$ cat src/bsr_pkg.sv
// Package for the bit, skip and return execution block
package bsr_pkg;
  typedef enum logic [3:0] {
    OP_NOP = 4'h0,
    OP_CLR_MEM_BIT = 4'h1,
    OP_CLR_CARRY = 4'h2,
    OP_CLR_FLAG_PORT = 4'h3,
    OP_CLR_PIN_OUT_BIT = 4'h4,
    OP_RET = 4'h5,
    OP_RET_FROM_IRQ = 4'h6,
    OP_RET_SKIP = 4'h7,
    OP_SET_MEM_BIT = 4'h8,
    OP_SET_CARRY = 4'h9,
    OP_SET_FLAG_PORT = 4'hA,
    OP_SET_PIN_OUT_BIT = 4'hB,
    OP_SKIP_ACC_EQ_IMM = 4'hC,
    OP_SKIP_ACC_EQ_MEM = 4'hD,
    OP_EXT0_SKIP = 4'hE,
    OP_CONV_DONE_SKIP = 4'hF
  } bsr_op_t;

  typedef enum logic [1:0] {
    ST_IDLE = 2'b00,
    ST_SECOND = 2'b01,
    ST_SKIP = 2'b10
  } bsr_state_t;

  typedef struct packed {
    logic [5:0] x;
    logic [3:0] y;
    logic [1:0] z;
  } bsr_dp_t;

  typedef struct packed {
    bsr_dp_t dp;
    logic carry;
    logic skip;
    logic nop_mode;
    logic [3:0] acc;
    logic [3:0] b;
  } bsr_ctx_t;

  // Separate op for flag_port_skip, outside the 4-bit enum
  localparam logic FLAG_PORT_SKIP_SEL = 1'b1;
  localparam int IRQ1_EXT0_BIT = 0;
  localparam int IRQ2_CONV_BIT = 2;
  localparam int PORT_D_BITS = 4;
  localparam logic PORT_C_RESET = 1'b0;
  localparam logic [3:0] PORT_D_RESET = 4'h0;
  localparam logic CARRY_RESET = 1'b0;
  localparam int RET_CYCLES = 2;
  localparam int SKIP_IMM_CYCLES = 2;
endpackage : bsr_pkg

$ cat src/bsr_exec.sv
// Execution of the bit, skip and return instruction group
// Function
// - clear_flag_port drives port C low in one cycle.
// - clear_pin_out_bit clears port D bit indexed by register Y.
// - Port D set/clear with Y above 3 change nothing.
// - ret_from_irq pops PC, decrements SP, restores saved context.
// - ret_skip pops PC, decrements SP, skips next instruction, two cycles.
// - set_mem_bit sets immediate-selected bit of memory word, one cycle.
// - set_pin_out_bit sets port D bit indexed by register Y.
// - skip_acc_eq_imm, two words, skips when accumulator equals immediate.
// - skip_acc_eq_mem skips when accumulator equals memory word.
// - ext0_skip skips and clears ext0 flag when enabled, else no-op.
// - conv_done_skip skips and clears conversion flag when enabled, else no-op.
// - flag_port_skip skips when port C holds one.
//
// The plain strobed port and the placing of the registers were left to the implementer.
`timescale 1ns/1ps
module bsr_exec #(
  parameter int SP_W = 3,
  parameter int PC_W = 12
) (
  input wire logic sys_clk, // 40 MHz core clock
  input wire logic reset, // Async reset, active high
  input wire logic instr_valid, // One-cycle strobe: new instruction word
  input wire bsr_pkg::bsr_op_t instr_op, // Decoded operation
  input wire logic instr_flag_port_skip, // Word is flag_port_skip
  input wire logic instr_two_word, // Word begins a two-word instruction
  input wire logic [1:0] instr_bit, // Immediate bit select
  input wire logic [3:0] instr_imm, // Second word immediate n
  input wire bsr_pkg::bsr_dp_t dp_in, // Current data pointer
  input wire logic [3:0] acc_in, // Accumulator
  input wire logic [3:0] mem_rdata, // Memory word at data pointer
  input wire logic [PC_W-1:0] stack_top, // Stack entry at SP
  input wire bsr_pkg::bsr_ctx_t saved_ctx, // Context saved at interrupt
  input wire logic [7:0] irq_ctl_first, // Interrupt control register 1
  input wire logic [7:0] irq_ctl_second, // Interrupt control register 2
  input wire logic ext0_req_set, // Ext0 request event
  input wire logic conv_done_set, // Conversion done event
  output logic mem_we, // Memory write strobe
  output logic [3:0] mem_wdata, // Memory write data
  output logic pc_load, // PC load strobe
  output logic [PC_W-1:0] pc_value, // PC load value
  output logic sp_dec, // Stack pointer decrement strobe
  output logic ctx_restore, // Restore context strobe
  output bsr_pkg::bsr_ctx_t ctx_out, // Context to restore
  output logic carry_flag, // Carry flag
  output logic port_c, // Output port C
  output logic [3:0] port_d, // Output port D
  output logic ext0_req_flag, // External 0 request flag
  output logic conv_done_flag, // Conversion done flag
  output logic skip_next, // Next instruction is being skipped
  output logic busy // Waiting for the second word of skip_acc_eq_imm
);
  import bsr_pkg::*;

  bsr_state_t state_reg, state_next;
  logic two_word_skip_reg, two_word_skip_next;
  logic mem_we_reg, mem_we_next;
  logic [3:0] mem_wdata_reg, mem_wdata_next;
  logic pc_load_reg, pc_load_next;
  logic [PC_W-1:0] pc_value_reg, pc_value_next;
  logic sp_dec_reg, sp_dec_next;
  logic ctx_restore_reg, ctx_restore_next;
  bsr_ctx_t ctx_reg, ctx_next;
  logic carry_reg, carry_next;
  logic port_c_reg, port_c_next;
  logic [3:0] port_d_reg, port_d_next;
  logic ext0_reg, ext0_next;
  logic conv_reg, conv_next;
  logic skip_reg, skip_next_v;
  logic busy_reg, busy_next;
  logic y_ok;
  logic exec;

  function automatic logic [3:0] bit_mask(input logic [1:0] sel);
    bit_mask = 4'h1 << sel;
  endfunction : bit_mask

  // Only Y of 0..3 addresses port D
  assign y_ok = (dp_in.y < 4'(PORT_D_BITS));
  // Words are dropped while skipping or waiting for a second word
  assign exec = instr_valid && (state_reg == ST_IDLE);

  always_comb begin
    state_next = state_reg;
    two_word_skip_next = two_word_skip_reg;
    mem_we_next = 1'b0;
    mem_wdata_next = mem_rdata;
    pc_load_next = 1'b0;
    pc_value_next = pc_value_reg;
    sp_dec_next = 1'b0;
    ctx_restore_next = 1'b0;
    ctx_next = ctx_reg;
    carry_next = carry_reg;
    port_c_next = port_c_reg;
    port_d_next = port_d_reg;
    ext0_next = ext0_reg;
    conv_next = conv_reg;
    skip_next_v = 1'b0;
    case (state_reg)
      ST_SKIP: begin
        if (instr_valid) begin
          if (instr_two_word && !two_word_skip_reg) begin
            two_word_skip_next = 1'b1;
          end else begin
            two_word_skip_next = 1'b0;
            state_next = ST_IDLE;
          end
        end
        skip_next_v = 1'b1;
      end
      ST_SECOND: begin
        if (instr_valid) begin
          if (acc_in == instr_imm) begin
            state_next = ST_SKIP;
            skip_next_v = 1'b1;
          end else begin
            state_next = ST_IDLE;
          end
        end
      end
      ST_IDLE: begin
        if (exec && instr_flag_port_skip == FLAG_PORT_SKIP_SEL) begin
          if (port_c_reg) begin
            state_next = ST_SKIP;
            skip_next_v = 1'b1;
          end
        end else if (exec) begin
          case (instr_op)
            OP_CLR_MEM_BIT: begin
              mem_we_next = 1'b1;
              mem_wdata_next = mem_rdata & ~bit_mask(instr_bit);
            end
            OP_SET_MEM_BIT: begin
              mem_we_next = 1'b1;
              mem_wdata_next = mem_rdata | bit_mask(instr_bit);
            end
            OP_CLR_CARRY: carry_next = 1'b0;
            OP_SET_CARRY: carry_next = 1'b1;
            OP_CLR_FLAG_PORT: port_c_next = 1'b0;
            OP_SET_FLAG_PORT: port_c_next = 1'b1;
            OP_CLR_PIN_OUT_BIT: begin
              if (y_ok) begin
                port_d_next = port_d_reg & ~bit_mask(dp_in.y[1:0]);
              end
            end
            OP_SET_PIN_OUT_BIT: begin
              if (y_ok) begin
                port_d_next = port_d_reg | bit_mask(dp_in.y[1:0]);
              end
            end
            OP_RET: begin
              pc_load_next = 1'b1;
              pc_value_next = stack_top;
              sp_dec_next = 1'b1;
            end
            OP_RET_SKIP: begin
              pc_load_next = 1'b1;
              pc_value_next = stack_top;
              sp_dec_next = 1'b1;
              state_next = ST_SKIP;
              skip_next_v = 1'b1;
            end
            OP_RET_FROM_IRQ: begin
              pc_load_next = 1'b1;
              pc_value_next = stack_top;
              sp_dec_next = 1'b1;
              ctx_restore_next = 1'b1;
              ctx_next = saved_ctx;
              carry_next = saved_ctx.carry;
            end
            OP_SKIP_ACC_EQ_IMM: state_next = ST_SECOND;
            OP_SKIP_ACC_EQ_MEM: begin
              if (acc_in == mem_rdata) begin
                state_next = ST_SKIP;
                skip_next_v = 1'b1;
              end
            end
            OP_EXT0_SKIP: begin
              if (!irq_ctl_first[IRQ1_EXT0_BIT] && ext0_reg) begin
                ext0_next = 1'b0;
                state_next = ST_SKIP;
                skip_next_v = 1'b1;
              end
            end
            OP_CONV_DONE_SKIP: begin
              if (!irq_ctl_second[IRQ2_CONV_BIT] && conv_reg) begin
                conv_next = 1'b0;
                state_next = ST_SKIP;
                skip_next_v = 1'b1;
              end
            end
            default: begin
            end
          endcase
        end
      end
      default: state_next = ST_IDLE;
    endcase
    // Registered so that busy leaves a flip-flop like every other output
    busy_next = (state_next == ST_SECOND);
    // Set wins over a clearing skip in the same cycle
    if (ext0_req_set) begin
      ext0_next = 1'b1;
    end
    if (conv_done_set) begin
      conv_next = 1'b1;
    end
  end

  always_ff @(posedge sys_clk or posedge reset) begin
    if (reset) begin
      state_reg <= ST_IDLE;
      two_word_skip_reg <= 1'b0;
      mem_we_reg <= 1'b0;
      mem_wdata_reg <= 4'h0;
      pc_load_reg <= 1'b0;
      pc_value_reg <= '0;
      sp_dec_reg <= 1'b0;
      ctx_restore_reg <= 1'b0;
      ctx_reg <= '0;
      carry_reg <= CARRY_RESET;
      port_c_reg <= PORT_C_RESET;
      port_d_reg <= PORT_D_RESET;
      ext0_reg <= 1'b0;
      conv_reg <= 1'b0;
      skip_reg <= 1'b0;
      busy_reg <= 1'b0;
    end else begin
      state_reg <= state_next;
      two_word_skip_reg <= two_word_skip_next;
      mem_we_reg <= mem_we_next;
      mem_wdata_reg <= mem_wdata_next;
      pc_load_reg <= pc_load_next;
      pc_value_reg <= pc_value_next;
      sp_dec_reg <= sp_dec_next;
      ctx_restore_reg <= ctx_restore_next;
      ctx_reg <= ctx_next;
      carry_reg <= carry_next;
      port_c_reg <= port_c_next;
      port_d_reg <= port_d_next;
      ext0_reg <= ext0_next;
      conv_reg <= conv_next;
      skip_reg <= skip_next_v;
      busy_reg <= busy_next;
    end
  end

  assign mem_we = mem_we_reg;
  assign mem_wdata = mem_wdata_reg;
  assign pc_load = pc_load_reg;
  assign pc_value = pc_value_reg;
  assign sp_dec = sp_dec_reg;
  assign ctx_restore = ctx_restore_reg;
  assign ctx_out = ctx_reg;
  assign carry_flag = carry_reg;
  assign port_c = port_c_reg;
  assign port_d = port_d_reg;
  assign ext0_req_flag = ext0_reg;
  assign conv_done_flag = conv_reg;
  assign skip_next = skip_reg;
  assign busy = busy_reg;
endmodule : bsr_exec

$ cat config.mk
export PLATFORM = sky130hd
export DESIGN_NAME = bsr_exec
export DESIGN_NICKNAME = d
export VERILOG_FILES = /design/src/bsr_pkg.sv /design/src/bsr_exec.sv
export SDC_FILE = /design/constraint.sdc
export NUM_CORES = 1
export LEC_CHECK = 0
export BUFFER_PORTS_ARGS = -buffer_cell sky130_fd_sc_hd__buf_2
export CAP_MARGIN = 15
export CORE_UTILIZATION = 25
export CTS_CLUSTER_DIAMETER = 200
export DETAILED_ROUTE_END_ITERATION = 8
export GPL_ROUTABILITY_DRIVEN = 0
export PLACE_DENSITY = 0.58
export SLEW_MARGIN = 25
export SYNTH_ARGS = -nofsm -noshare
export SYNTH_HDL_FRONTEND = slang
export SYNTH_SLANG_ARGS = --single-unit
$ cat constraint.sdc
create_clock -name sys_clk -period 3.05 [get_ports sys_clk]
set_clock_uncertainty 0.2 [all_clocks]
set_input_delay 0 -clock sys_clk [delete_from_list [all_inputs] [get_ports sys_clk]]
set_output_delay 0 -clock sys_clk [all_outputs]
set_load 0.005 [all_outputs]
# == Word level (Yosys, flattened, before mapping) ==
# Cells that the tools add are included.
# totals
regBits,55
latchBits,0
mem_bits_rw,0
mem_bits_ro,0
in_bits,88
output_inout_bits,53
word_cells,142
n_memories,0
# classes
addsub,0
mul,0
div,0
n_lt_le_gt_ge,1
eq_ne,24
shift,2
n_mux,56
bitwise,7
reduce_logical,30
# ops
op,n
$mux W1,33
$eq A4 B4 Y1 const B,8
$mux W2,10
$mux W4,5
$reduce_bool A2 Y1,10
$eq A4 B3 Y1 const B,4
$pmux W4 S2,2
$reduce_and A4 Y1,4
$pmux W2 S5,1
$reduce_and A5 Y1,2
$and A4 B4 Y4,2
$eq A4 B2 Y1 const B,2
$eq A4 B4 Y1,2
$ne A2 B2 Y1 const B,4
$not A4 Y4,2
$or A4 B4 Y4,2
$shl A1 B2 Y4 const A,2
$pmux W1 S3,2
$pmux W2 S3,1
$reduce_and A6 Y1,1
$logic_and A1 B1 Y1,5
$eq A2 B1 Y1 const B,2
$eq A4 B1 Y1 const B,1
$lt A4 B3 Y1 const B,1
other kinds (10),12

# == Logic depth before layout (Yosys ltp) ==
# Gate-level depths: netlist of run 1.
# logic_depth
ltp_word,8
ltp_mapped,6
mapped_depth_nobuf,4

# == Worst setup path after synthesis of run 1 ==
# OpenSTA, ideal clock, no wires.
# synth_timing
path_type,reg2reg
startpoint,reg state_reg[1]
endpoint,reg ctx_reg (netlist bit ctx_out[10])
setup_time_ns,0.125
arrival_ns,1.870
t_required_ns,2.725
path_slack_ns,0.855
stages_incl_launch_ff,7
path_buffers,2
period_less_slack_ns,2.195
path_cell_list,dfrtp_1 -> or4b_1 -> nand2b_4 -> or2_1 -> buf_6 -> buf_6 -> mux2_4
# synth_via
elab_chain_cells,5
# synth_rtl
element,line_no,text
from (decl),bsr_exec.sv:56,"bsr_state_t state_reg, state_next;"
from (signal assigned),bsr_exec.sv:230,state_reg <= state_next;
$logic_not A2 Y1 *,"bsr_exec.sv:82, bsr_exec.sv:100",
$logic_and A1 B1 Y1,bsr_exec.sv:82,assign exec = instr_valid && (state_reg == ST_IDLE);
$logic_and A1 B1 Y1,bsr_exec.sv:123,if (exec && instr_flag_port_skip == FLAG_PORT_SKIP_SEL) begin
$not A1 Y1 (no line),-,
$reduce_and A4 Y1 (no line) *,-,
to (signal assigned),bsr_exec.sv:238,ctx_reg <= ctx_next;
to (decl),bsr_exec.sv:64,"bsr_ctx_t ctx_reg, ctx_next;"
# Every way passes the cells marked *; elsewhere a longest branch is shown, timed or not.
# A chain may end at the register's enable or synchronous reset.

# == Worst setup path in the final report of run 1 ==
# layout_timing
startpoint,reg state_reg[1]
endpoint,"reg mem_wdata_reg[3], in the netlist mem_wdata[3]"
# layout_via
elab_chain_cells,5
word_cells_on_any_way,6
cone_classes,mux: 3; reduce/logical: 3
# layout_rtl
element,line_no,text
$logic_not A2 Y1 *,"bsr_exec.sv:82, bsr_exec.sv:100",
$logic_and A1 B1 Y1,bsr_exec.sv:82,
$mux W4 / $logic_and A1 B1 Y1 (equally long branches),"bsr_exec.sv:128, bsr_exec.sv:123",
$mux W4,bsr_exec.sv:123,
$mux W4 *,bsr_exec.sv:100,case (state_reg)
net mem_wdata_next[3],bsr_exec.sv:59,"logic [3:0] mem_wdata_reg, mem_wdata_next;"
to (signal assigned),bsr_exec.sv:233,mem_wdata_reg <= mem_wdata_next;
to (decl),bsr_exec.sv:59,
# Mark *: on every way through the listed nets, which the timed path passes. The rest lies on a longest branch.

==> reports/qor.txt, run 1 <==
Die X -> 102.7 um
worst r2r path cells -> 6
Post-Place Cells -> 440
number of flip-flops under the largest register name -> 23
Buf/Inv on CP -> 2
Worst Hold Class -> primary input to asynchronous set/reset pin
Final ANT Viol Nets -> 0
drt wl/cell -> 13.06 um
CP peak stage delay -> 0.57 ns
met3 Track Usage GR -> 2.508%
ANT cells -> 0
DR vias/cell -> 4.368
Worst Path Class, Setup -> register to register
unrepaired setup endpoints after global routing -> no
syn nets -> 283
starting DRC count in detailed routing -> 28
Slew Limit Fails -> 0
CTS tree -> yes
Layout Nets -> 473
first-pass GRT wire length -> 10640 um
CP cell instances -> or4b_1 > buf_4 > nor4_1 > a31oi_1 > a31oi_1 > dlygate4sd3_1
CTS Root Cell -> clkbuf_8
Pwr Density -> 478.6 mW/mm^2
most frequent cells in the layout -> buf_2, dlygate4sd3_1, dfrtp_1, mux2_2, mux2_4
top cell type's share of synthesized area -> 54.27%
min cycle time layout -> 2.854 ns
core footprint -> 0.009819 sq mm
grt total ovfl -> 0
DR pass1 iterations -> 4
grt met1 use -> 14.06%
Final period util -> 93.59%
Clock Latency Late Sink -> 0.31 ns
grt peak-use layer -> met2
setup bufs post-CTS -> 0
setup TNS -> 0 ns
Netlist cell types -> 41
Reg clk slew, reported paths -> 0.11 ns
final hold vios -> 0
layout cells sized above 1 -> 44.82%
Psw -> 0.0005122 W
initial antenna violation count -> 0
die area -> 0.01055 sq mm
post-DP HPWL -> 4323 um
Worst-Margin Slew -> 0.6579 ns
Area contributors post-synth -> dfrtp_1, mux2_4, mux2_2, xor2_1, nand2b_1
Buffers on Ports -> 118
FF-to-FF Start -> state_reg[1]
CP Capture Type -> register
Clock Power Share -> 25.7%
Syn Area/Cell -> 13.01 sq um
switching fraction of total power -> 26.18%
die height -> 102.7 um
Worst setup SP type -> register
status -> completed
Post-Synthesis Cells -> 195
Lkg Pwr -> 2.056 nW
initial core utilization -> 25.83%
total area of sequential cells -> 0.001376 sq mm
grt met2 use -> 25.44%
CP required -> 3.10 ns
residual DRC count -> 0
routed via count -> 2267
maxcap violations -> 0
non-filler cells, final -> 519
# rows -> 36
Worst path top cell family by delay -> simple AND/OR/NAND/NOR gates
yosys warns -> 0
largest net degree at the start of global routing -> 32
GRT Total Usage -> 13.15%
Area growth, synth to finish -> 61.17%
Sink Count -> 55
maximum root-to-sink buffer count -> 2
fillers -> 978
CP max-delay cell -> or4b_1
internal power -> 0.001444 W
part of the Yosys area used for sequential elements -> 54.27%
Final Util -> 41.63%
most frequent cell on the critical path -> a31oi_1
post-synthesis cell area -> 0.002536 sq mm
area of the multi-input gates -> 0.001075 sq mm
Flop pwr share -> 47.8%
most common cell after layout, fill and taps aside -> buf_2
final setup fails -> 0
Ports -> 141
Total Power -> 0.001956 W
Comb power frac -> 26.4%
Worst Setup SP -> state_reg[1]
Critical Path Fanout Max -> 10
number of global-route vias before repair -> 2385
critical path depth in cells -> 6
WP data arrival -> 2.91 ns
worst rel slew slack -> 55.00%
CTS Buf Count -> 5
maximum vdd ir drop -> 248.1 uV
fmax -> 0.3503 GHz
Yosys reg bits -> 55
wirelength, routed -> 6779 um
H-tree Lvls -> 2
largest area contributor in the netlist -> dfrtp_1
==> layout make-up <==
| type | instances | share of cell area, % |
|---|---|---|
| Tap cell | 133 | 4.071 |
| Clock buffer | 5 | 1.684 |
| Timing Repair Buffer | 193 | 32.57 |
| Inverter | 6 | 0.5510 |
| Sequential cell | 55 | 33.67 |
| Clock inverter | 3 | 1.163 |
| Multi-Input combinational cell | 124 | 26.29 |
==> path summary, 6_finish.rpt <==
path	end	slack, ns
worst max-delay path	mem_wdata[3]	0.20
worst max register to register	mem_wdata[3]	0.20
min in group sys_clk	ctx_out[17]	0.25
worst min register to register	register	0.31
max in group asynchronous	pc_value[7]	1.77
worst min-delay path	ctx_out[15]	0.06
==> per-layer routing <==
layer  wire (um)  share of wire [%]  vias to the layer above
met5           0                  0                        -
met4         105                1.5                        0
met3         289                4.3                       11
met2        3538                 52                       73
met1        2845                 42                     1106
li1            -                  -                     1077
==> worst min-delay path: cells and delay by family <==
| family | cells | cell delay [ns] |
|---|---|---|
| buffers and inverters | 3 | 1.03 |
==> kinds of logic after synthesis <==
kind of cell           synth area share [%]
flip-flops                            54.27
AND/OR/NAND/NOR                       11.35
multiplexers                          20.13
AO/OA/AOI/OAI                         7.549
buffers and inverters                 3.601
XOR/XNOR                              3.108
==> timing repair <==
action,CTS,global route
hold buffers,71,0
endpoints found under the hold margin,77,0
setup endpoints to repair,0,1
gates resized for setup,0,1
==> Yosys cell counts (all sizes together) <==
| cell | number |
|---|---|
| o41ai | 2 |
| nor3 | 3 |
| dfrtp | 55 |
| xor2 | 7 |
| nand3 | 2 |
| a31oi | 4 |
| o32ai | 1 |
| a2bb2oi | 1 |
| a211oi | 1 |
| nand4b | 2 |
| and3 | 1 |
| nor2 | 9 |
| o21ai | 2 |
| a2111oi | 1 |
| nor2b | 4 |
| nor4 | 3 |
| nand2 | 4 |
| nand4 | 4 |
| o211ai | 1 |
| nand2b | 10 |
| xnor2 | 2 |
| o21ba | 1 |
| inv | 6 |
| o22a | 1 |
| nand3b | 1 |
| o221ai | 1 |
| mux2 | 39 |
| clkbuf | 4 |
| buf | 6 |
| o21bai | 2 |
| or4b | 1 |
| a21boi | 1 |
| nor4b | 2 |
| or2 | 1 |
| a21oi | 8 |
| and4b | 1 |
| o31ai | 1 |
==> per-stage QoR <==
| step | setup slack, ns | hold slack (ns) | area (sq um) |
|---|---|---|---|
| 6_report | 0.1956 | 0.05646 | 4088 |
| 5_1_grt | 0.01105 | 0.09944 | 4088 |
| 4_1_cts | 0.1918 | 0.06996 | 4081 |
| 3_5_place_dp | 0.7151 | -0.1151 | 3254 |
| 3_3_place_gp | 0.7491 | -0.1322 | 3254 |
| 2_1_floorplan | 0.8552 | -0.1026 | 2536 |
==> power by group through the flow <==
stage | Clock [W] | Combinational [W] | Sequential [W]
CTS | 0.000532 | 0.000520 | 0.000936
finish | 0.000503 | 0.000517 | 0.000936
floorplan | 0 | 0.000213 | 0.000958
global placement | 0 | 0.000436 | 0.000940
global route | 0.000554 | 0.000579 | 0.000954
detailed placement | 0 | 0.000440 | 0.000951
Power figures use the tool's default switching activity.
==> run 2, diff against run 1 <==
--- a/config.mk
+++ b/config.mk
@@ -7,11 +7,11 @@
 export LEC_CHECK = 0
 export BUFFER_PORTS_ARGS = -buffer_cell sky130_fd_sc_hd__buf_2
 export CAP_MARGIN = 15
-export CORE_UTILIZATION = 25
+export CORE_UTILIZATION = 35
 export CTS_CLUSTER_DIAMETER = 200
 export DETAILED_ROUTE_END_ITERATION = 8
 export GPL_ROUTABILITY_DRIVEN = 0
-export PLACE_DENSITY = 0.58
+export PLACE_DENSITY = 0.74
 export SLEW_MARGIN = 25
 export SYNTH_ARGS = -nofsm -noshare
 export SYNTH_HDL_FRONTEND = slang
==> run 2 against run 1 <==
Die area is 28% lower; setup slack worse by 0.0058 ns; critical path depth is 1 lower; largest cell class unchanged; sequential power hardly changed; critical path type unchanged; highest routed layer unchanged.
==> reports/qor.txt, run 2 (synthesis gave the netlist of run 1 again) <==
status -> completed
H-tree Lvls -> 2 (unchanged)
CP Capture Type -> register
number of global-route vias before repair -> 2283 (-4.3%)
die height -> 87.13 um (-15%)
# rows -> 30 (-17%)
setup TNS -> 0 ns (unchanged)
Ports -> 141 (unchanged)
CP peak stage delay -> 0.76 ns (+0.19 ns)
FF-to-FF setup slack -> 0.19 ns (about the same)
initial core utilization -> 36.72% (+11 points)
maximum root-to-sink buffer count -> 2 (unchanged)
post-DP HPWL -> 4320 um (about the same)
non-filler cells, final -> 480 (-7.5%)
Worst setup SP type -> register
worst rel slew slack -> 47.34% (-7.7 points)
Sink Count -> 55 (unchanged)
Worst Path Class, Setup -> register to register
ANT cells -> 0 (unchanged)
layout cells sized above 1 -> 45.05% (+0.23 points)
CP cell instances -> or4b_1 > o21ba_2 > nand4_1 > dlygate4sd3_1 > mux2_2
core footprint -> 0.006907 sq mm (-30%)
Worst Hold Class -> primary input to register
residual DRC count -> 0 (unchanged)
wirelength, routed -> 6922 um (+2.1%)
final setup fails -> 0 (unchanged)
routed via count -> 2260 (-0.31%)
first-pass GRT wire length -> 10610 um (-0.25%)
cell area after layout -> 0.004050 sq mm (-0.92%)
most common cell after layout, fill and taps aside -> buf_2
Pwr Density -> 499.3 mW/mm^2 (+4.3%)
Slew Limit Fails -> 0 (unchanged)
FF-to-FF Start -> state_reg[1]
CP max-delay cell -> or4b_1
Final period util -> 93.78% (+0.19 points)
Final ANT Viol Nets -> 0 (unchanged)
most frequent cells in the layout -> buf_2, dlygate4sd3_1, dfrtp_1, mux2_2, mux2_4
Lkg Pwr -> 2.052 nW (-0.21%)
initial antenna violation count -> 0 (unchanged)
grt total ovfl -> 0 (unchanged)
worst r2r path cells -> 5 (-1)
Area growth, synth to finish -> 59.69%
GRT Total Usage -> 18.39% (+5.2 points)
DR pass1 iterations -> 4 (unchanged)
maximum vdd ir drop -> 202.8 uV (-18%)
number of flip-flops under the largest register name -> 23 (unchanged)
Area after DPL -> 0.003201 sq mm (-1.7%)
DR vias/cell -> 4.708 (+7.8%)
Die X -> 87.13 um (-15%)
Critical Path Fanout Max -> 11 (+1)
drt wl/cell -> 14.42 um (+10%)
fmax -> 0.3496 GHz (-0.20%)
setup bufs post-CTS -> 0 (unchanged)
Final Util -> 58.64% (+17 points)
Worst Setup SP -> state_reg[1]
Layout Nets -> 471 (-0.42%)
final hold vios -> 0 (unchanged)
WP data arrival -> 2.86 ns (-0.05 ns)
largest net degree at the start of global routing -> 40 (+25%)
Total Power -> 0.002022 W (+3.4%)
fillers -> 560 (-43%)
CTS tree -> yes
min cycle time layout -> 2.860 ns (+0.005812 ns)
Clock Latency Late Sink -> 0.30 ns (about the same)
Post-Place Cells -> 402 (-8.6%)
Buffers on Ports -> 118 (unchanged)
maxcap violations -> 0 (unchanged)
CTS Buf Count -> 5 (unchanged)
CP required -> 3.05 ns (-0.05 ns)
Worst-Margin Slew -> 0.7888 ns (+0.1308 ns)
starting DRC count in detailed routing -> 25 (-11%)
CTS Root Cell -> clkbuf_8
die area -> 0.007591 sq mm (-28%)
unrepaired setup endpoints after global routing -> no
Reg clk slew, reported paths -> 0.10 ns (about the same)
## run 2: cell count changes in the layout (fill, tap and decap cells not counted), sizes merged
cell / before / now
buf: 122 / 121
bufinv: 1 / 2
clkinv: 1 / 0
clkinvlp: 0 / 1
dlygate4sd3: 71 / 70
inv: 7 / 6
## run 2: cell type report
class                           count  area [sq um]  area share, %
Sequential cell                    55          1376          33.98
Inverter                            6         22.52         0.5561
Timing Repair Buffer              191          1314          32.44
Clock inverter                      3         67.56          1.668
Clock buffer                        5         68.82          1.699
Tap cell                           96         120.1          2.966
Multi-Input combinational cell    124          1081          26.69
## run 2: worst min path at each step
| stage | startpoint | end | slack [ns] | cells past startpoint |
|---|---|---|---|---|
| final | instr_imm[0] | skip_next | 0.07 | 5 |
| after global routing | instr_imm[2] | skip_next | 0.1 | 5 |
| after CTS | instr_imm[0] | skip_next | 0.04 | 5 |
| after detailed placement | conv_done_set | conv_done_flag | -0.005 | 2 |
| after global placement | reset | ctx_out[20] | -0.008 | 2 |
| after floorplan | instr_bit[1] | mem_wdata[3] | -0.10 | 1 |
## run 2: what timing repair did
item | CTS | global route
setup endpoints to repair | 0 | 3
resized for setup | 0 | 2
hold buffers | 70 | 0
endpoints found under the hold margin | 91 | 0
## run 2: stage by stage
| stage | worst slack, ns | hold slack, ns |
|---|---|---|
| final | 0.1898 | 0.06709 |
| after global routing | 0.09100 | 0.09876 |
| after CTS | 0.1666 | 0.04492 |
| after detailed placement | 0.5056 | -0.005105 |
| after global placement | 0.5209 | -0.007747 |
| after floorplan | 0.8552 | -0.1026 |
## run 2: worst max-delay path, delay by kind of cell, from the launching register on
family                 cells  cell delay [ns]
AOI/OAI and AO/OA          1             0.37
buffers and inverters      1             0.59
DFF                        1             0.47
muxes                      1             0.28
and+or+nand+nor            2             0.85
## run 2: metal layers
metal  up-vias  GRT usage (%)  wire [um]
li1       1078              -          -
met1      1082          21.74       2917
met2        92          33.00       3427
met3         8          4.834        482
met4         0          4.918         94
met5         -              0          0
## run 2: power breakdown
part / internal, W / leakage, nW / switching, W
clock: 0.000327 / 0.0644 / 0.000232
combinational: 0.000326 / 1.29 / 0.000197
sequential: 0.000865 / 0.698 / 0.0000743
